--- src/hw/ufc_map.vh ---
// Purpose: register indices, field positions and reset values for ufc
// Assumes: 16550-style 3-bit address plus bank select from line_control
// Notes:   definitions only
`ifndef UFC_MAP_VH
`define UFC_MAP_VH
// register indices (byte address = index, plain port)
`define UFC_A_IER      3'h1
`define UFC_A_ISR      3'h2
`define UFC_A_FCR      3'h2
`define UFC_A_LCR      3'h3
`define UFC_A_MCR      3'h4
`define UFC_A_MSR      3'h6
`define UFC_A_SCR      3'h7
// enhanced bank, reached when line_control == 8'hBF
`define UFC_A_EFR      3'h2
`define UFC_A_FEATURE_CONTROL     3'h1
`define UFC_A_TRG      3'h0
// on/off characters live in the enhanced bank
`define UFC_A_FIRST_ON_CHAR     3'h4
`define UFC_A_SECOND_ON_CHAR     3'h5
`define UFC_A_FIRST_OFF_CHAR    3'h6
`define UFC_A_SECOND_OFF_CHAR    3'h7
`define UFC_BANK_KEY   8'hBF
// enhanced feature fields
`define UFC_EF_ENH     4
`define UFC_EF_SPEC    5
`define UFC_EF_ARTS    6
`define UFC_EF_ACTS    7
// feature control fields
`define UFC_FC_IRPOL   2
`define UFC_FC_DIR     3
`define UFC_FC_CNT     6
`define UFC_FC_TRGSEL  7
// modem control fields
`define UFC_MC_DTR     0
`define UFC_MC_RTS     1
`define UFC_MC_OUT1    2
`define UFC_MC_OUT2    3
`define UFC_MC_LOOP    4
// hysteresis above the trigger level, in characters
`define UFC_HYST_4     4'h4
`define UFC_HYST_6     4'h6
`define UFC_HYST_8     4'h8
// reset values
`define UFC_RST_ZERO   8'h00
`define UFC_RST_SCR    8'hFF
`endif

--- src/hw/ufc_core.v ---
// Purpose: enhanced flow-control and feature registers of a 16550-type uart
// Assumes: datapath (shifter, fifos) outside; pins synchronised here
// Notes:   read data valid the cycle after rd_stb and held until the next rd_stb
//
// Decided for this implementation: the plain strobed port and the address map.
`timescale 1ns/1ps
`default_nettype none
`include "ufc_map.vh"

module ufc_core #(
	parameter CW = 8
) (
	// clock and reset
	input  wire          ref_clk,
	input  wire          nrst,
	// register port
	input  wire [2:0]    addr,
	input  wire [7:0]    wdata,
	input  wire          wr_stb,
	input  wire          rd_stb,
	output reg  [7:0]    rdata,
	// datapath status (same clock)
	input  wire [CW-1:0] rx_count,
	input  wire [CW-1:0] tx_count,
	input  wire [CW-1:0] rx_trig,
	input  wire          rx_char_stb,
	input  wire [7:0]    rx_char,
	input  wire          tx_load_stb,
	input  wire          thr_empty,
	input  wire          tsr_empty,
	input  wire          bit_tick,
	input  wire          ir_rx_in,
	// modem pins (asynchronous)
	input  wire          clear_to_send_n,
	input  wire          data_set_ready_n,
	input  wire          ring_indicator_n,
	input  wire          carrier_detect_n,
	// modem pin outputs
	output reg           request_to_send_n,
	output reg           terminal_ready_n,
	output reg           out1_n,
	output reg           out2_n,
	// controls to datapath
	output reg           tx_halt,
	output reg           tx_irq,
	output reg           rx_trig_irq,
	output reg           ir_rx_data,
	output reg  [1:0]    tx_flow_sel,
	output reg  [1:0]    rx_flow_sel,
	output reg           tx_dual_seq,
	output reg           rx_dual_seq,
	output reg  [1:0]    trig_table,
	output reg  [7:0]    rx_trig_custom,
	output reg  [7:0]    tx_trig_custom,
	output reg  [2:0]    mode_select,
	output reg  [7:0]    ier_o,
	output reg  [7:0]    fcr_o,
	output reg  [7:0]    mcr_o
);

	// pin synchronisers
	reg [3:0] pin_s1_r;
	reg [3:0] pin_s2_r;
	reg       ir_s1_r;
	reg       ir_s2_r;

	// registers
	reg [7:0] lcr_r;
	reg [7:0] ier_r;
	reg [7:0] fcr_r;
	reg [7:0] mcr_r;
	reg [7:0] efr_r;
	reg [7:0] feature_control_r;
	reg [7:0] scr_r;
	reg [7:0] first_on_char_r;
	reg [7:0] second_on_char_r;
	reg [7:0] first_off_char_r;
	reg [7:0] second_off_char_r;
	reg       spec_flag_r;
	reg [3:0] sav_ier_r;
	reg       sav_isr_r;
	reg [1:0] sav_fcr_r;
	reg [2:0] sav_mcr_r;
	reg       auto_rts_hold_r;
	reg       dir_wait_r;
	reg       tsr_empty_d_r;

	wire cts_i = ~pin_s2_r[0];
	wire bank  = (lcr_r == `UFC_BANK_KEY);
	wire enh   = efr_r[`UFC_EF_ENH];
	wire loopb = mcr_r[`UFC_MC_LOOP];

	// returns 1 if wr targets idx in the given bank
	function hit;
		input [2:0] a;
		input [2:0] idx;
		input       b;
		input       want;
		begin
			hit = (a == idx) && (b == want);
		end
	endfunction

	wire w_ier   = wr_stb && hit(addr, `UFC_A_IER, bank, 1'b0);
	wire w_fcr   = wr_stb && hit(addr, `UFC_A_FCR, bank, 1'b0);
	wire w_lcr   = wr_stb && (addr == `UFC_A_LCR);
	wire w_mcr   = wr_stb && hit(addr, `UFC_A_MCR, bank, 1'b0);
	wire w_scr   = wr_stb && hit(addr, `UFC_A_SCR, bank, 1'b0);
	wire w_efr   = wr_stb && hit(addr, `UFC_A_EFR, bank, 1'b1);
	wire w_feature_control  = wr_stb && hit(addr, `UFC_A_FEATURE_CONTROL, bank, 1'b1);
	wire w_trg   = wr_stb && hit(addr, `UFC_A_TRG, bank, 1'b1);

	// hysteresis added to the trigger level
	reg [CW-1:0] hyst;
	always @*
	begin
		case (feature_control_r[1:0])
		2'b01:   hyst = {{(CW-4){1'b0}}, `UFC_HYST_4};
		2'b10:   hyst = {{(CW-4){1'b0}}, `UFC_HYST_6};
		2'b11:   hyst = {{(CW-4){1'b0}}, `UFC_HYST_8};
		default: hyst = {CW{1'b0}};
		endcase
	end
	wire [CW:0] upper = {1'b0, rx_trig} + {1'b0, hyst};
	// "next trigger level" approximated as trigger plus hyst
	wire rts_up   = ({1'b0, rx_count} >= upper) && (|rx_count);
	wire rts_down = (rx_count < rx_trig);

	// modem status upper nibble
	reg [3:0] msr_hi;
	always @*
	begin
		if (loopb)
			msr_hi = {mcr_r[`UFC_MC_OUT2], mcr_r[`UFC_MC_OUT1],
				mcr_r[`UFC_MC_DTR], mcr_r[`UFC_MC_RTS]};
		else
			msr_hi = ~pin_s2_r;
	end

	reg [7:0] rd_nxt;
	always @*
	begin
		rd_nxt = 8'h00;
		if (bank)
		begin
			case (addr)
			`UFC_A_EFR:   rd_nxt = efr_r;
			`UFC_A_FEATURE_CONTROL:  rd_nxt = feature_control_r;
			`UFC_A_LCR:   rd_nxt = lcr_r;
			`UFC_A_TRG:   rd_nxt = feature_control_r[`UFC_FC_TRGSEL] ?
				tx_count[7:0] : rx_count[7:0];
			`UFC_A_FIRST_ON_CHAR:  rd_nxt = first_on_char_r;
			`UFC_A_SECOND_ON_CHAR:  rd_nxt = second_on_char_r;
			`UFC_A_FIRST_OFF_CHAR: rd_nxt = first_off_char_r;
			`UFC_A_SECOND_OFF_CHAR: rd_nxt = second_off_char_r;
			default:      rd_nxt = 8'h00;
			endcase
		end
		else
		begin
			case (addr)
			`UFC_A_IER: rd_nxt = ier_r;
			`UFC_A_ISR: rd_nxt = {3'b000, spec_flag_r & ier_r[4],
				4'h1};
			`UFC_A_LCR: rd_nxt = lcr_r;
			`UFC_A_MCR: rd_nxt = mcr_r;
			`UFC_A_MSR: rd_nxt = {msr_hi, 4'h0};
			`UFC_A_SCR:
				if (feature_control_r[`UFC_FC_CNT])
					rd_nxt = mode_select[0] ? tx_count[7:0]
						: rx_count[7:0];
				else
					rd_nxt = scr_r;
			default:    rd_nxt = 8'h00;
			endcase
		end
	end

	always @(posedge ref_clk or negedge nrst)
	begin
		if (!nrst)
		begin
			pin_s1_r          <= 4'hF;
			pin_s2_r          <= 4'hF;
			ir_s1_r           <= 1'b0;
			ir_s2_r           <= 1'b0;
			lcr_r             <= `UFC_RST_ZERO;
			ier_r             <= `UFC_RST_ZERO;
			fcr_r             <= `UFC_RST_ZERO;
			mcr_r             <= `UFC_RST_ZERO;
			efr_r             <= `UFC_RST_ZERO;
			feature_control_r            <= `UFC_RST_ZERO;
			scr_r             <= `UFC_RST_SCR;
			first_on_char_r            <= `UFC_RST_ZERO;
			second_on_char_r            <= `UFC_RST_ZERO;
			first_off_char_r           <= `UFC_RST_ZERO;
			second_off_char_r           <= `UFC_RST_ZERO;
			spec_flag_r       <= 1'b0;
			sav_ier_r         <= 4'h0;
			sav_isr_r         <= 1'b0;
			sav_fcr_r         <= 2'h0;
			sav_mcr_r         <= 3'h0;
			auto_rts_hold_r   <= 1'b0;
			dir_wait_r        <= 1'b0;
			tsr_empty_d_r     <= 1'b1;
			rdata             <= 8'h00;
			request_to_send_n <= 1'b1;
			terminal_ready_n  <= 1'b1;
			out1_n            <= 1'b1;
			out2_n            <= 1'b1;
			tx_halt           <= 1'b0;
			tx_irq            <= 1'b0;
			rx_trig_irq       <= 1'b0;
			ir_rx_data        <= 1'b0;
			tx_flow_sel       <= 2'b00;
			rx_flow_sel       <= 2'b00;
			tx_dual_seq       <= 1'b0;
			rx_dual_seq       <= 1'b0;
			trig_table        <= 2'b00;
			rx_trig_custom    <= 8'h00;
			tx_trig_custom    <= 8'h00;
			mode_select       <= 3'h0;
			ier_o             <= 8'h00;
			fcr_o             <= 8'h00;
			mcr_o             <= 8'h00;
		end
		else
		begin
			pin_s1_r <= {carrier_detect_n, ring_indicator_n,
				data_set_ready_n, clear_to_send_n};
			pin_s2_r <= pin_s1_r;
			ir_s1_r  <= ir_rx_in;
			ir_s2_r  <= ir_s1_r;
			tsr_empty_d_r <= tsr_empty;
			if (rd_stb)
				rdata <= rd_nxt;
			if (w_lcr)
				lcr_r <= wdata;
			// gated bits only take register writes while enhance is set
			if (w_ier)
				ier_r <= enh ? wdata : {ier_r[7:4], wdata[3:0]};
			if (w_fcr)
				fcr_r <= enh ? wdata : {wdata[7:6], fcr_r[5:4],
					wdata[3:0]};
			if (w_mcr)
				mcr_r <= enh ? wdata : {mcr_r[7:5], wdata[4:0]};
			if (w_efr)
			begin
				efr_r <= wdata;
				if (enh && !wdata[`UFC_EF_ENH])
				begin
					sav_ier_r <= ier_r[7:4];
					sav_isr_r <= spec_flag_r;
					sav_fcr_r <= fcr_r[5:4];
					sav_mcr_r <= mcr_r[7:5];
					ier_r[7:4] <= 4'h0;
					fcr_r[5:4] <= 2'h0;
					mcr_r[7:5] <= 3'h0;
				end
				else if (!enh && wdata[`UFC_EF_ENH])
				begin
					ier_r[7:4] <= sav_ier_r;
					fcr_r[5:4] <= sav_fcr_r;
					mcr_r[7:5] <= sav_mcr_r;
				end
			end
			if (w_feature_control)
				feature_control_r <= wdata;
			if (w_scr)
			begin
				if (feature_control_r[`UFC_FC_CNT])
					mode_select <= wdata[2:0];
				else
					scr_r <= wdata;
			end
			if (w_trg)
			begin
				if (feature_control_r[`UFC_FC_TRGSEL])
					tx_trig_custom <= wdata;
				else
					rx_trig_custom <= wdata;
			end
			if (wr_stb && bank)
			begin
				case (addr)
				`UFC_A_FIRST_ON_CHAR:  first_on_char_r  <= wdata;
				`UFC_A_SECOND_ON_CHAR:  second_on_char_r  <= wdata;
				`UFC_A_FIRST_OFF_CHAR: first_off_char_r <= wdata;
				`UFC_A_SECOND_OFF_CHAR: second_off_char_r <= wdata;
				default:      first_on_char_r  <= first_on_char_r;
				endcase
			end
			// set wins over clear by read of status
			if (efr_r[`UFC_EF_SPEC] && rx_char_stb && rx_char == second_off_char_r)
				spec_flag_r <= 1'b1;
			else if (rd_stb && !bank && addr == `UFC_A_ISR)
				spec_flag_r <= 1'b0;
			else if (w_efr && enh && !wdata[`UFC_EF_ENH])
				spec_flag_r <= 1'b0;
			else if (w_efr && !enh && wdata[`UFC_EF_ENH])
				spec_flag_r <= sav_isr_r;
			// auto rts hysteresis
			if (!efr_r[`UFC_EF_ARTS])
				auto_rts_hold_r <= 1'b0;
			else if (rts_up)
				auto_rts_hold_r <= 1'b1;
			else if (rts_down)
				auto_rts_hold_r <= 1'b0;
			request_to_send_n <= ~mcr_r[`UFC_MC_RTS] | auto_rts_hold_r;
			rx_trig_irq <= efr_r[`UFC_EF_ARTS] && (rx_count >= rx_trig)
				&& (|rx_count);
			terminal_ready_n <= ~mcr_r[`UFC_MC_DTR];
			out2_n <= ~mcr_r[`UFC_MC_OUT2];
			// halt only between characters, shifter enforces boundary
			tx_halt <= efr_r[`UFC_EF_ACTS] && !cts_i;
			// direction control on out1_n
			if (feature_control_r[`UFC_FC_DIR])
			begin
				if (tx_load_stb)
				begin
					dir_wait_r <= 1'b0;
					out1_n     <= 1'b0;
				end
				else if (tsr_empty && !tsr_empty_d_r && thr_empty)
					dir_wait_r <= 1'b1;
				else if (dir_wait_r && bit_tick)
				begin
					dir_wait_r <= 1'b0;
					out1_n     <= 1'b1;
				end
			end
			else
			begin
				dir_wait_r <= 1'b0;
				out1_n     <= ~mcr_r[`UFC_MC_OUT1];
			end
			tx_irq <= feature_control_r[`UFC_FC_DIR] ? (thr_empty && tsr_empty)
				: thr_empty;
			ir_rx_data <= feature_control_r[`UFC_FC_IRPOL] ? ir_s2_r : ~ir_s2_r;
			tx_flow_sel <= efr_r[3:2];
			rx_flow_sel <= efr_r[1:0];
			tx_dual_seq <= &efr_r[3:2];
			rx_dual_seq <= &efr_r[1:0];
			trig_table  <= feature_control_r[5:4];
			ier_o <= ier_r;
			fcr_o <= fcr_r;
			mcr_o <= mcr_r;
		end
	end

endmodule
`default_nettype wire

--- config.mk ---
export PLATFORM = sky130hd
export DESIGN_NAME = ufc_core
export DESIGN_NICKNAME = d
export VERILOG_FILES = /design/src/hw/ufc_core.v
export VERILOG_INCLUDE_DIRS = /design/src /design/src/hw
export SDC_FILE = /design/constraint.sdc
export NUM_CORES = 1
export LEC_CHECK = 0
export ABC_AREA = 0
export BUFFER_PORTS_ARGS = -buffer_cell sky130_fd_sc_hd__buf_2
export CELL_PAD_IN_SITES_DETAIL_PLACEMENT = 0
export CELL_PAD_IN_SITES_GLOBAL_PLACEMENT = 1
export CORE_MARGIN = 1.5
export CORE_UTILIZATION = 38
export CTS_CLUSTER_SIZE = 16
export DETAILED_ROUTE_END_ITERATION = 12
export GPL_TIMING_DRIVEN = 0
export HOLD_SLACK_MARGIN = 0.12
export PLACE_DENSITY = 0.79
export SYNTH_ARGS = -nofsm -noshare
export SYNTH_HDL_FRONTEND = slang
export SYNTH_SLANG_ARGS = --single-unit
--- constraint.sdc ---
create_clock -name ref_clk -period 7.8 [get_ports ref_clk]
set_clock_uncertainty 0.05 [all_clocks]
set_input_delay 0.78 -clock ref_clk [delete_from_list [all_inputs] [get_ports ref_clk]]
set_output_delay 0.78 -clock ref_clk [all_outputs]
set_load 0.005 [all_outputs]
## Word level (Yosys, flattened, before mapping)

Cells that the tools add are included.

| word-level totals | value |
|---|---|
| register bits | 179 |
| bits of input ports | 57 |
| output and inout port bits | 67 |
| logic and storage cells | 170 |

| operators by class | value |
|---|---|
| add/sub/neg operators | 1 |
| $lt $le $gt $ge | 3 |
| eq/ne operators | 16 |
| mux-type cells | 40 |
| bitwise gates (word level) | 11 |
| reductions and logical operators | 53 |

Operator list:

| kind | number |
|---|---|
| 8-bit 2-to-1 mux | 8 |
| 8-bit case mux with 8 select lines | 1 |
| 8-bit case mux with 6 select lines | 1 |
| 1-bit logical AND | 34 |
| 2-bit AND reduction | 12 |
| 1-bit 2-to-1 mux | 17 |
| 4-bit 2-to-1 mux | 4 |
| 3-bit == test, second input constant | 4 |
| 6-bit 2-to-1 mux | 2 |
| 4-bit case mux with 3 select lines | 1 |
| 8-bit by 8-bit adder with 9-bit output | 1 |
| 8-bit by 9-bit greater-or-equal comparator with 1-bit output | 1 |
| 3-bit 2-to-1 mux | 3 |
| 8-bit == test | 1 |
| 8-bit == test, second input constant | 1 |
| 8-bit greater-or-equal comparator | 1 |
| 8-bit less-than comparator | 1 |
| 1-bit inverter | 8 |
| 8-bit OR reduction | 1 |
| 3-bit by 2-bit == test with 1-bit output, second input constant | 2 |
| 2-bit 2-to-1 mux | 3 |
| 2-bit == test, second input constant | 2 |
| 1-bit logical NOT | 4 |
| 4-bit by 2-bit inequality test with 1-bit output, second input constant | 1 |
| other kinds (10) | 10 |

## Longest topological paths before layout

Gate-level depths: netlist of the first run.

| depth | value |
|---|---|
| depth in word-level cells | 9 |
| mapped depth | 13 |
| gate-level depth less buffers | 13 |

## Worst setup path after synthesis of the first run

Ideal clock, no wire load.

| path | value |
|---|---|
| path kind | input-to-reg |
| from | input rx_trig[1] |
| to | register auto_rts_hold_r |
| setup time | 140 ps |
| data arrival time | 2395 ps |
| required time | 7610 ps |
| path slack | 5215 ps |
| stages on the path | 11 |
| buffers on the path | 0 |
| path through | ha_1 inv_1 fa_1 nor2b_1 o21ai_0 nor2_1 xnor2_1 ha_1 a211o_1 a31oi_1 o32ai_1 |

| between the ends | value |
|---|---|
| word-level cells in the longest chain between the ends | 5 |
| elaborated cells between the ends (all ways) | 7 |
| classes of those cells | add/sub: 1; order compare: 2; eq/ne: 1; mux: 2; reduce/logical: 1 |

RTL lines:

| what | RTL line | text |
|---|---|---|
| start: declaration | ufc_core.v:25 | `input wire [CW-1:0] rx_trig,` |
| 8-bit by 8-bit adder with 9-bit output | ufc_core.v:124 | `wire [CW:0] upper = {1'b0, rx_trig} + {1'b0, hyst};` |
| 8-bit by 9-bit greater-or-equal comparator with 1-bit output | ufc_core.v:126 | `wire rts_up = ({1'b0, rx_count} >= upper) && (\|rx_count);` |
| 1-bit logical AND | ufc_core.v:126 |  |
| 1-bit 2-to-1 mux | ufc_core.v:305 | `else if (rts_up)` |
| 1-bit 2-to-1 mux | ufc_core.v:303 | `` if (!efr_r[`UFC_EF_ARTS]) `` |
| end signal: assignment | ufc_core.v:304 | `auto_rts_hold_r <= 1'b0;` |
| end signal: assignment | ufc_core.v:306 | `auto_rts_hold_r <= 1'b1;` |
| end signal: assignment | ufc_core.v:308 | `auto_rts_hold_r <= 1'b0;` |
| end: declaration | ufc_core.v:84 | `reg auto_rts_hold_r;` |

Parallel ways exist; a longest one is shown, timed or not.
A chain may end at the register's enable or synchronous reset.

## Final worst setup path of the first run

| path | value |
|---|---|
| from | register feature_control_r[0] |
| to | register auto_rts_hold_r |

| between the ends | value |
|---|---|
| word-level cells in the longest chain between the ends | 7 |
| elaborated cells between the ends (all ways) | 10 |
| classes of those cells | add/sub: 1; order compare: 1; eq/ne: 4; mux: 3; reduce/logical: 1 |

RTL lines:

| what | RTL line | text |
|---|---|---|
| start: declaration | ufc_core.v:73 | `reg [7:0] feature_control_r;` |
| start signal: assignment | ufc_core.v:192 | `` feature_control_r <= `UFC_RST_ZERO; `` |
| start signal: assignment | ufc_core.v:268 | `feature_control_r <= wdata;` |
| 2-bit == test or 2-bit by 1-bit == test with 1-bit output (tied branches) | ufc_core.v:117 | `case (feature_control_r[1:0])` |
| 4-bit case mux with 3 select lines (*) | ufc_core.v:117 |  |
| 8-bit by 8-bit adder with 9-bit output (*) | ufc_core.v:124 |  |
| 8-bit by 9-bit greater-or-equal comparator with 1-bit output (*) | ufc_core.v:126 |  |
| 1-bit logical AND (*) | ufc_core.v:126 |  |
| 1-bit 2-to-1 mux | ufc_core.v:305 |  |
| 1-bit 2-to-1 mux | ufc_core.v:303 |  |

Every way passes the cells marked *; elsewhere a longest branch is shown, timed or not.

==> flow_summary.yaml, run 1 <==
job:
  max_cap_viol_count: 0
grt:
  grt.total_usage_pct: 21.1
  grt_max_degree: 99
  vias_in_the_first_global_route: 5998
  grt_antenna_before_repair: 2
  first_pass_grt_wire_length_mm: 35.1
  gr-total-overflow: 0
timing:
  max_slew_margin_pct: 42.0
  max_clock_freq_ghz: 0.350
  timing.final.hold_violations: 0
  tightestPinTransition_ps: 870
  period_minus_slack_ps: 2860
  post-route-period-util_pct: 36.6
  report.final.slew_viol_count: 0
  rsz0062_at_grt: "no"
  setup-violations-final: 0
  setup-tns-final_ps: 0
logic_synthesis:
  share_of_flip_flops_with_an_asynchronous_set_or_reset_after_synthesis_pct: 100
  ys_flop_type: "sky130_fd_sc_hd__dfrtp_1"
  ys_seq_elements: 179
  simple_gate_share_of_the_synthesized_area_pct: 8.41
  synth-warning-count: 0
  synth_fa_ha_area_share_pct: 3.24
  synth_edf_count: 0
  main_combinational_cell_family_by_area_after_synthesis: "multiplexers"
  synthXorXnorAreaFrac_pct: 1.47
  synthesis.nets: 750
  synth_mux_area_share_pct: 19.8
  post_synth_instance_area_um2: 8340
  synthesis.area_per_instance_um2: 12.4
  synth_cells: 672
  synth-compound-area-share_pct: 10.0
  post_synth_num_cell_types: 61
  yosysSeqAreaShare_pct: 54.0
floorplanning:
  pin_count: 124
  initial_utilization_pct: 38.5
  die_x_um: 151
  fp.coreArea_um2: 21700
  die-height_um: 151
  fp_rows: 54
  die_area_um2: 22900
finish:
  final_common_cell: "sky130_fd_sc_hd__dfrtp_1"
  final_core_util_pct: 46.1
  multi_input_comb_area_um2: 3580
  fin_nets: 892
  mostFrequentLayoutCells: "sky130_fd_sc_hd__dfrtp_1, sky130_fd_sc_hd__buf_2, sky130_fd_sc_hd__mux2_2, sky130_fd_sc_hd__o21ai_0, sky130_fd_sc_hd__mux2i_1"
  drive_above_1_share_pct: 38.1
  layout.filler_cells: 2010
  fin_area_um2: 9990
  flow.area_growth_from_synthesis_pct: 19.8
  seqCellArea_um2: 4510
clocking:
  clockRootBuffer: "sky130_fd_sc_hd__clkbuf_16"
  clock_sinks: 179
  cts.repair.resized: 0
  cts-buffers-inserted: 17
  path_clk_slew_ps: 70
  post_cts.repair.setup_buffers: 0
  clkLatencyLatePin_ps: 430
  tritoncts: "done"
  clock_path_buffers: 2
  postCtsHoldBufs: 0
  ctsHtreeMaxLevel: 4
critical_path:
  required_ps: 8040
  critical_path.top_delay_family: "compound AO/OA/AOI/OAI gates"
  buffer_and_inverter_count_on_the_worst_path: 2
  cpMostUsedCell: "sky130_fd_sc_hd__ha_1"
  critPathSlowestCell: "sky130_fd_sc_hd__dfrtp_1"
  crit_path_start_kind: "flip-flop"
  cp-end-kind: "flip-flop"
  max_stage_delay_ps: 440
  critPathKind: "reg -> reg"
  timing.critical_path.cells: "inv_1 -> ha_1 -> inv_1 -> ha_1 -> a21o_1 -> a21oi_1 -> nor3_1 -> xnor2_1 -> ha_1 -> a211o_1 -> a31oi_1 -> o32ai_1"
  worstPathMaxFanout: 4
  cp_data_arrival_time_ps: 3100
pwr:
  cellLeakagePower_uw: 0.00483
  peakVddDrop_v: 0.000173
  power_density_nw_per_um2: 224
placement:
  placed_area_um2: 9340
  gpl.final_weighted_congestion: 0.924
  total_half_perimeter_wirelength_after_legalization_and_detailed_placement_mm: 16.7
  place.port_buffers: 122
min_path:
  hold_path.class: "in -> async"
outcome:
  run_status: "completed"
detailed_routing:
  ant_nets: 0
  vias: 6001
  routed_wl_mm: 22.9
  vias_per_cell: 5.41
  route.detailed.wl_per_inst_um: 20.7
  detailedRoute.firstIterationViolations: 353
  drt_first_pass_iters: 5
  drc_viols: 0
cells by family after synthesis:
| family | count (synthesis) |
|---|---|
| XOR/XNOR | 14 |
| AND/OR/NAND/NOR | 123 |
| buffers and inverters | 59 |
| multiplexers | 148 |
| flip-flops | 179 |
| AO/OA/AOI/OAI | 128 |
| adder cells (fa/ha/maj) | 21 |
layer usage:
metal / routed length, um / vias up / global-route usage (%)
met5: 0 / - / 0
met3: 1490 / 35 / 5.48
met2: 10300 / 208 / 32.0
met1: 10600 / 3016 / 29.3
li1: - / 2742 / -
met4: 548 / 0 / 7.43
worst register-to-register path: stages, from the launching register on:
cell and delay (ps):
sky130_fd_sc_hd__dfrtp_1 440, sky130_fd_sc_hd__inv_1 70, sky130_fd_sc_hd__ha_1 330, sky130_fd_sc_hd__inv_1 50
sky130_fd_sc_hd__ha_1 270, sky130_fd_sc_hd__a21o_1 160, sky130_fd_sc_hd__a21oi_1 290, sky130_fd_sc_hd__nor3_1 100
sky130_fd_sc_hd__xnor2_1 140, sky130_fd_sc_hd__ha_1 300, sky130_fd_sc_hd__a211o_1 260, sky130_fd_sc_hd__a31oi_1 140
sky130_fd_sc_hd__o32ai_1 120
synth_stat cells (all sizes together), types with 7 or more instances:
cell,n,share of area [%]
nand2b,14,1.0
a21oi,31,1.9
o21ai,34,2.0
buf,17,1.2
nor2b,13,0.97
nand3,20,1.3
dfstp,21,6.6
mux2,114,15
ha,20,3.0
a211oi,7,0.63
nand2,23,1.1
nor2,21,0.97
mux2i,32,3.8
clkbuf,21,0.94
inv,21,0.94
xnor2,9,0.94
dfrtp,158,47
final cells by class:
class	instances	share of cell area, %
Clock inverter	13	2.00
Antenna cell	3	0.0751
Multi-Input combinational cell	434	35.8
Timing Repair Buffer	123	6.49
Buffer	38	1.80
Clock buffer	19	4.43
Inverter	21	0.789
Sequential cell	179	45.1
Tap cell	280	3.51
flip-flops by register name, summed over array words and instances, names as in the netlist, 3 cells and up:
| signal | cells |
|---|---|
| efr_r | 8 |
| fcr_o | 8 |
| fcr_r | 8 |
| feature_control_r | 8 |
| first_off_char_r | 8 |
| first_on_char_r | 8 |
| ier_o | 8 |
| ier_r | 8 |
| lcr_r | 8 |
| mcr_o | 8 |
| mcr_r | 8 |
| mode_select | 3 |
| pin_s1_r | 4 |
| pin_s2_r | 4 |
| rdata | 8 |
| rx_trig_custom | 8 |
| sav_ier_r | 4 |
| sav_mcr_r | 3 |
| scr_r | 8 |
| second_off_char_r | 8 |
| second_on_char_r | 8 |
| tx_trig_custom | 8 |
worst paths after layout:
| path | endpoint | from | slack, ps | cells after the start |
|---|---|---|---|---|
| hold / removal | tx_dual_seq | nrst | 280 | 1 |
| setup reg to reg | auto_rts_hold_r | feature_control_r[0] | 4940 | 12 |
| min in group ref_clk | pin_s2_r[1] | pin_s1_r[1] | 310 | 0 |
| setup / recovery | auto_rts_hold_r | feature_control_r[0] | 4940 | 12 |
| hold reg to reg | pin_s2_r[1] | pin_s1_r[1] | 310 | 0 |
| max in group asynchronous | tx_trig_custom[6] | nrst | 6560 | 2 |
per-stage QoR:
step | hold WS, ps | instances | total power [uW] | setup WS (ps)
floorplan | 281 | 672 | 1200 | 5220
global placement | 284 | 1074 | 1320 | 3040
detailed placement | 290 | 1075 | 1330 | 4910
CTS | 303 | 1107 | 2260 | 4920
global route | 309 | 1109 | 2340 | 4770
finish | 281 | 1110 | 2240 | 4940
report_power, final:
| group | switching (uW) | leakage, uW | internal [uW] |
|---|---|---|---|
| Clock | 376 | 0.000307 | 551 |
| Sequential | 53.0 | 0.00233 | 1010 |
| Combinational | 133 | 0.00219 | 110 |
Power figures use the tool's default switching activity.
==> inputs of run 2 (changes only) <==
- PLACE_DENSITY: 0.79 -> 0.81
- clock period: 7.8 -> 2.6 ns (I/O delays scaled with it)
==> run 2 against run 1 <==
  * Worst hold slack worse by 130 ps
  * Largest cell class unchanged
  * Via count up 0.78%
  * Utilization rose by 1.1 points
  * Fmax increased by 13%
  * First-iteration DRC count grew 1.4%
  * Total power rose to 3.0 times the previous value
  * Combinational power increased to 3.1 times the previous value
  * Global-route usage increased by 0.29 points
==> flow_summary.yaml, run 2 (synthesized netlist as in run 1, its figures left out) <==
clocking:
  clock_path_buffers: 2
  cts-buffers-inserted: 17
  ctsHtreeMaxLevel: 4
  path_clk_slew_ps: 70
  clockRootBuffer: "sky130_fd_sc_hd__clkbuf_16"
  clkLatencyLatePin_ps: 430
  clock_sinks: 179
  tritoncts: "done"
grt:
  gr-total-overflow: 0
  grt.total_usage_pct: 21.4
  grt_max_degree: 92
  vias_in_the_first_global_route: 6077
  grt_antenna_before_repair: 2
  first_pass_grt_wire_length_mm: 35.6
floorplanning:
  fp.coreArea_um2: 21700
  die_area_um2: 22900
  fp_rows: 54
  initial_utilization_pct: 38.5
  die-height_um: 151
  pin_count: 124
  die_x_um: 151
finish:
  seqCellArea_um2: 4510
  layout.filler_cells: 1997
  multi_input_comb_area_um2: 3630
  fin_nets: 915
  final_common_cell: "sky130_fd_sc_hd__dfrtp_1"
  drive_above_1_share_pct: 38.7
  flow.area_growth_from_synthesis_pct: 22.6
  mostFrequentLayoutCells: "sky130_fd_sc_hd__dfrtp_1, sky130_fd_sc_hd__buf_2, sky130_fd_sc_hd__mux2_2, sky130_fd_sc_hd__mux2i_1, sky130_fd_sc_hd__o21ai_0"
timing:
  period_minus_slack_ps: 2540
  rsz0062_at_grt: "yes"
  post-route-period-util_pct: 97.5
  max_slew_margin_pct: 46.5
  setup-violations-final: 0
  timing.final.ws_setup_ps: 63.9
  finalHoldWorstSlack_ps: 148
  max_clock_freq_ghz: 0.394
  tightestPinTransition_ps: 803
  timing.final.hold_violations: 0
  report.final.slew_viol_count: 0
critical_path:
  required_ps: 2840
  worstSetupEndpoint: "auto_rts_hold_r"
  critical_path_launch_point: "feature_control_r[1]"
  cp-end-kind: "flip-flop"
  r2r_slack_ps: 60
  crit-reg2reg-capture: "auto_rts_hold_r"
  cp_data_arrival_time_ps: 2780
  worstPathMaxFanout: 3
  critPathKind: "reg -> reg"
  worst_r2r_startpoint: "feature_control_r[1]"
  rr_worst_depth: 11
  crit_path_start_kind: "flip-flop"
detailed_routing:
  ant_nets: 0
  vias: 6048
  drc_viols: 0
  routed_wl_mm: 23.1
  drt_first_pass_iters: 5
  detailedRoute.firstIterationViolations: 358
  route.detailed.wl_per_inst_um: 20.4
  vias_per_cell: 5.34
min_path:
  hold_path.class: "in -> reg"
job:
  max_cap_viol_count: 0
pwr:
  cellLeakagePower_uw: 0.00491
  peakVddDrop_v: 0.000407
  power_density_nw_per_um2: 648
outcome:
  run_status: "completed"
placement:
  dp_worst_slack_ps: -263
  total_half_perimeter_wirelength_after_legalization_and_detailed_placement_mm: 16.7
  gpl.final_weighted_congestion: 0.889
  place.port_buffers: 122
run 2: worst max-delay path, cell delays in order (launching register included):
cell                      delay, ps
sky130_fd_sc_hd__dfrtp_2        430
sky130_fd_sc_hd__ha_4           290
sky130_fd_sc_hd__inv_4           30
sky130_fd_sc_hd__ha_4           190
sky130_fd_sc_hd__a21o_1         180
sky130_fd_sc_hd__a21oi_4        200
sky130_fd_sc_hd__nor3_2          60
sky130_fd_sc_hd__xnor2_1        160
sky130_fd_sc_hd__ha_1           270
sky130_fd_sc_hd__a211o_1        250
sky130_fd_sc_hd__a31oi_1        160
sky130_fd_sc_hd__o32ai_1        110
run 2: repair_timing:
item,4_1_cts,5_1_grt
pin swaps,9,11
hold endpoints to repair,95,1
resized for setup,8,6
hold buffers,18,1
buffers inserted,4,0
setup endpoints to repair,1,1
cloned,0,0
run 2: per-stage QoR:
| step | setup TNS [ps] | util [%] | cell area [um^2] | std cells | power (uW) |
|---|---|---|---|---|---|
| 2_1_floorplan | 0 | - | 8340 | 672 | 3590 |
| 3_3_place_gp | -271420 | 42.9 | 9300 | 1074 | 3960 |
| 3_5_place_dp | -263 | 43.1 | 9340 | 1075 | 3980 |
| 4_1_cts | -7.71 | 47.0 | 10200 | 1129 | 6680 |
| 5_1_grt | -95.9 | 47.2 | 10200 | 1132 | 6900 |
| 6_report | 0 | 47.2 | 10200 | 1132 | 6620 |
run 2: power by group:
group | internal, uW | total [uW] | switching (uW) | leakage, uW
Clock | 1530 | 2660 | 1140 | 0.000292
Combinational | 354 | 755 | 401 | 0.00229
Sequential | 3040 | 3200 | 162 | 0.00233
run 2: how the worst min path moves through the flow:
stage | start | end | slack, ps | depth (start not counted)
3_3_place_gp | ir_s1_r | ir_s2_r | 280 | 0
4_1_cts | wdata[2] | efr_r[2] | 130 | 2
6_report | wdata[5] | ier_r[5] | 150 | 3
5_1_grt | wdata[5] | ier_r[5] | 160 | 3
2_1_floorplan | nrst | auto_rts_hold_r | -90 | 0
3_5_place_dp | nrst | tx_halt | 270 | 1
run 2: layout make-up:
type	instances	area share [%]
clock buffers	18	4.20
well taps	280	3.43
clock inverters	14	1.73
diodes	2	0.0489
inverters	21	0.795
repair buffers	146	8.49
plain buffers	38	1.76
flip-flops and latches	179	44.1
multi-input cells	434	35.5
run 2: routing by layer:
layer | vias up | global-route usage [%] | wire length, um
met1 | 3021 | 30.8 | 10800
met4 | 0 | 7.62 | 535
met3 | 29 | 4.91 | 1430
met2 | 207 | 31.6 | 10300
li1 | 2791 | - | -
met5 | - | 0 | 0
==> inputs of run 3 (changes only) <==
- PLACE_DENSITY: 0.81 -> 0.79
- SKIP_LAST_GASP: not set -> 1
- clock period: 2.6 -> 2.9 ns (I/O delays scaled with it)
==> run 3 against run 2 <==
  * Worst hold slack got worse by 8.9 ps
  * Register-to-register slack gained 120 ps
  * First-iteration DRC count down 11%
  * Sequential cell count is the same
  * Fmax shrank 6.6%
  * Utilization down 0.36 points
  * Non-clock buffer count down 8
  * Final area fell by 0.77%
==> flow_summary.yaml, run 3 (synthesized netlist as in run 1, its figures left out) <==
critical_path:
  rr_worst_depth: 12
  cp-end-kind: "flip-flop"
  worstPathMaxFanout: 4
  critical_path.top_delay_family: "compound AO/OA/AOI/OAI gates"
  timing.critical_path.cells: "inv_1 -> ha_1 -> inv_1 -> ha_1 -> a21o_1 -> a21oi_2 -> nor3_1 -> xnor2_1 -> ha_1 -> a211o_1 -> a31oi_1 -> o32ai_1"
  critical_path_launch_point: "feature_control_r[0]"
  required_ps: 3150
  max_stage_delay_ps: 410
  cp_data_arrival_time_ps: 2960
  crit_path_start_kind: "flip-flop"
  buffer_and_inverter_count_on_the_worst_path: 2
  cpMostUsedCell: "sky130_fd_sc_hd__ha_1"
  crit-reg2reg-capture: "auto_rts_hold_r"
  worst_r2r_startpoint: "feature_control_r[0]"
  r2r_slack_ps: 180
  critPathKind: "reg -> reg"
  critPathSlowestCell: "sky130_fd_sc_hd__dfrtp_2"
min_path:
  hold_depth: 2
  holdPathEnd: "rx_trig_custom[6]"
  hold_start: "wdata[6]"
  hold_path.class: "in -> reg"
grt:
  grt.total_usage_pct: 21.2
  grt_antenna_before_repair: 2
  grt_util_met3_pct: 5.42
  use_met1_pct: 29.4
  vias_in_the_first_global_route: 6039
  first_pass_grt_wire_length_mm: 35.2
  gr-total-overflow: 0
  grt_max_degree: 99
  globalRoute.busiestLayer: "met2"
  groute.layer.met2.usage_pct: 32.2
floorplanning:
  fp_rows: 54
  initial_utilization_pct: 38.5
  die_area_um2: 22900
  fp.coreArea_um2: 21700
  pin_count: 124
  die_x_um: 151
  die-height_um: 151
clocking:
  path_clk_slew_ps: 70
  post_cts.repair.setup_buffers: 0
  cts-buffers-inserted: 17
  clock_sinks: 179
  clkLatencyLatePin_ps: 440
  clock_path_buffers: 2
  clockRootBuffer: "sky130_fd_sc_hd__clkbuf_16"
  ctsHtreeMaxLevel: 4
  tritoncts: "done"
pwr:
  power_frac_seq_pct: 47.5
  clock_power_share_pct: 41.3
  peakVddDrop_v: 0.000468
  cellLeakagePower_uw: 0.00489
  combinationalPowerShare_pct: 11.2
  power_switching_uw: 1520
  cellInternalPower_uw: 4520
  power_density_nw_per_um2: 595
  p_sw_share_pct: 25.1
timing:
  max_slew_margin_pct: 41.2
  timing.final.hold_violations: 0
  report.final.slew_viol_count: 0
  setup-violations-final: 0
  max_clock_freq_ghz: 0.368
  tightestPinTransition_ps: 882
  period_minus_slack_ps: 2720
  rsz0062_at_grt: "no"
  post-route-period-util_pct: 93.7
placement:
  total_half_perimeter_wirelength_after_legalization_and_detailed_placement_mm: 16.7
  gpl.final_weighted_congestion: 0.924
  placed_area_um2: 9340
  place.port_buffers: 122
finish:
  fin_nets: 907
  drive_above_1_share_pct: 37.6
  mostFrequentLayoutCells: "sky130_fd_sc_hd__dfrtp_1, sky130_fd_sc_hd__buf_2, sky130_fd_sc_hd__mux2_2, sky130_fd_sc_hd__o21ai_0, sky130_fd_sc_hd__mux2i_1"
  fin_area_um2: 10100
  flow.area_growth_from_synthesis_pct: 21.6
  final_common_cell: "sky130_fd_sc_hd__dfrtp_1"
  final_core_util_pct: 46.8
detailed_routing:
  vias_per_cell: 5.37
  drt_first_pass_iters: 5
  ant_nets: 0
  route.detailed.wl_per_inst_um: 20.5
  vias: 6044
  detailedRoute.firstIterationViolations: 317
  drc_viols: 0
  routed_wl_mm: 23.1
job:
  max_cap_viol_count: 0
outcome:
  run_status: "completed"
[run 3: routing by layer]
metal / up-vias / share of wire (%)
met5: - / 0
met3: 32 / 5.9
met2: 187 / 45
li1: 2777 / -
met1: 3048 / 47
met4: 0 / 2.3
[run 3: power by group through the flow]
stage	sequential (uW)	clock, uW	combinational, uW
3_5_place_dp	2910	0	659
5_1_grt	2890	2660	751
2_1_floorplan	2870	0	341
6_report	2870	2490	676
4_1_cts	2870	2550	681
3_3_place_gp	2910	0	642
[run 3: metrics by stage]
step           TNS, ps  instances  power, uW  hold slack (ps)  setup slack (ps)
2_1_floorplan        0        672       3210            -55.6               371
3_3_place_gp   -219490       1074       3550              284             -1370
3_5_place_dp         0       1075       3570              274              41.5
6_report             0       1125       6040              139               184
5_1_grt              0       1124       6300              131              22.8
4_1_cts              0       1122       6100              128              19.5
[run 3: area by class of cell]
type,count,area [um^2]
tap,280,350
antenna,3,7.51
inverter,21,78.8
buffer,38,180
sequential,179,4510
fill,2002,11500
clock inverter,13,200
timing repair buffer,138,798
multi-input combinational,434,3580
clock buffer,19,443
[run 3: worst max path at each step]
stage	slack (ps)	endpoint	depth (start not counted)
global placement	-1370	fcr_o[0]	1
floorplan	370	auto_rts_hold_r	12
finish	180	auto_rts_hold_r	12
detailed placement	40	auto_rts_hold_r	12
CTS	20	auto_rts_hold_r	12
global route	20	auto_rts_hold_r	12
[run 3: what timing repair did]
| action | CTS | global route |
|---|---|---|
| setup endpoints to repair | 0 | 1 |
| gates resized for setup | 0 | 2 |
| hold endpoints to repair | 82 | 0 |
| hold buffers | 15 | 0 |
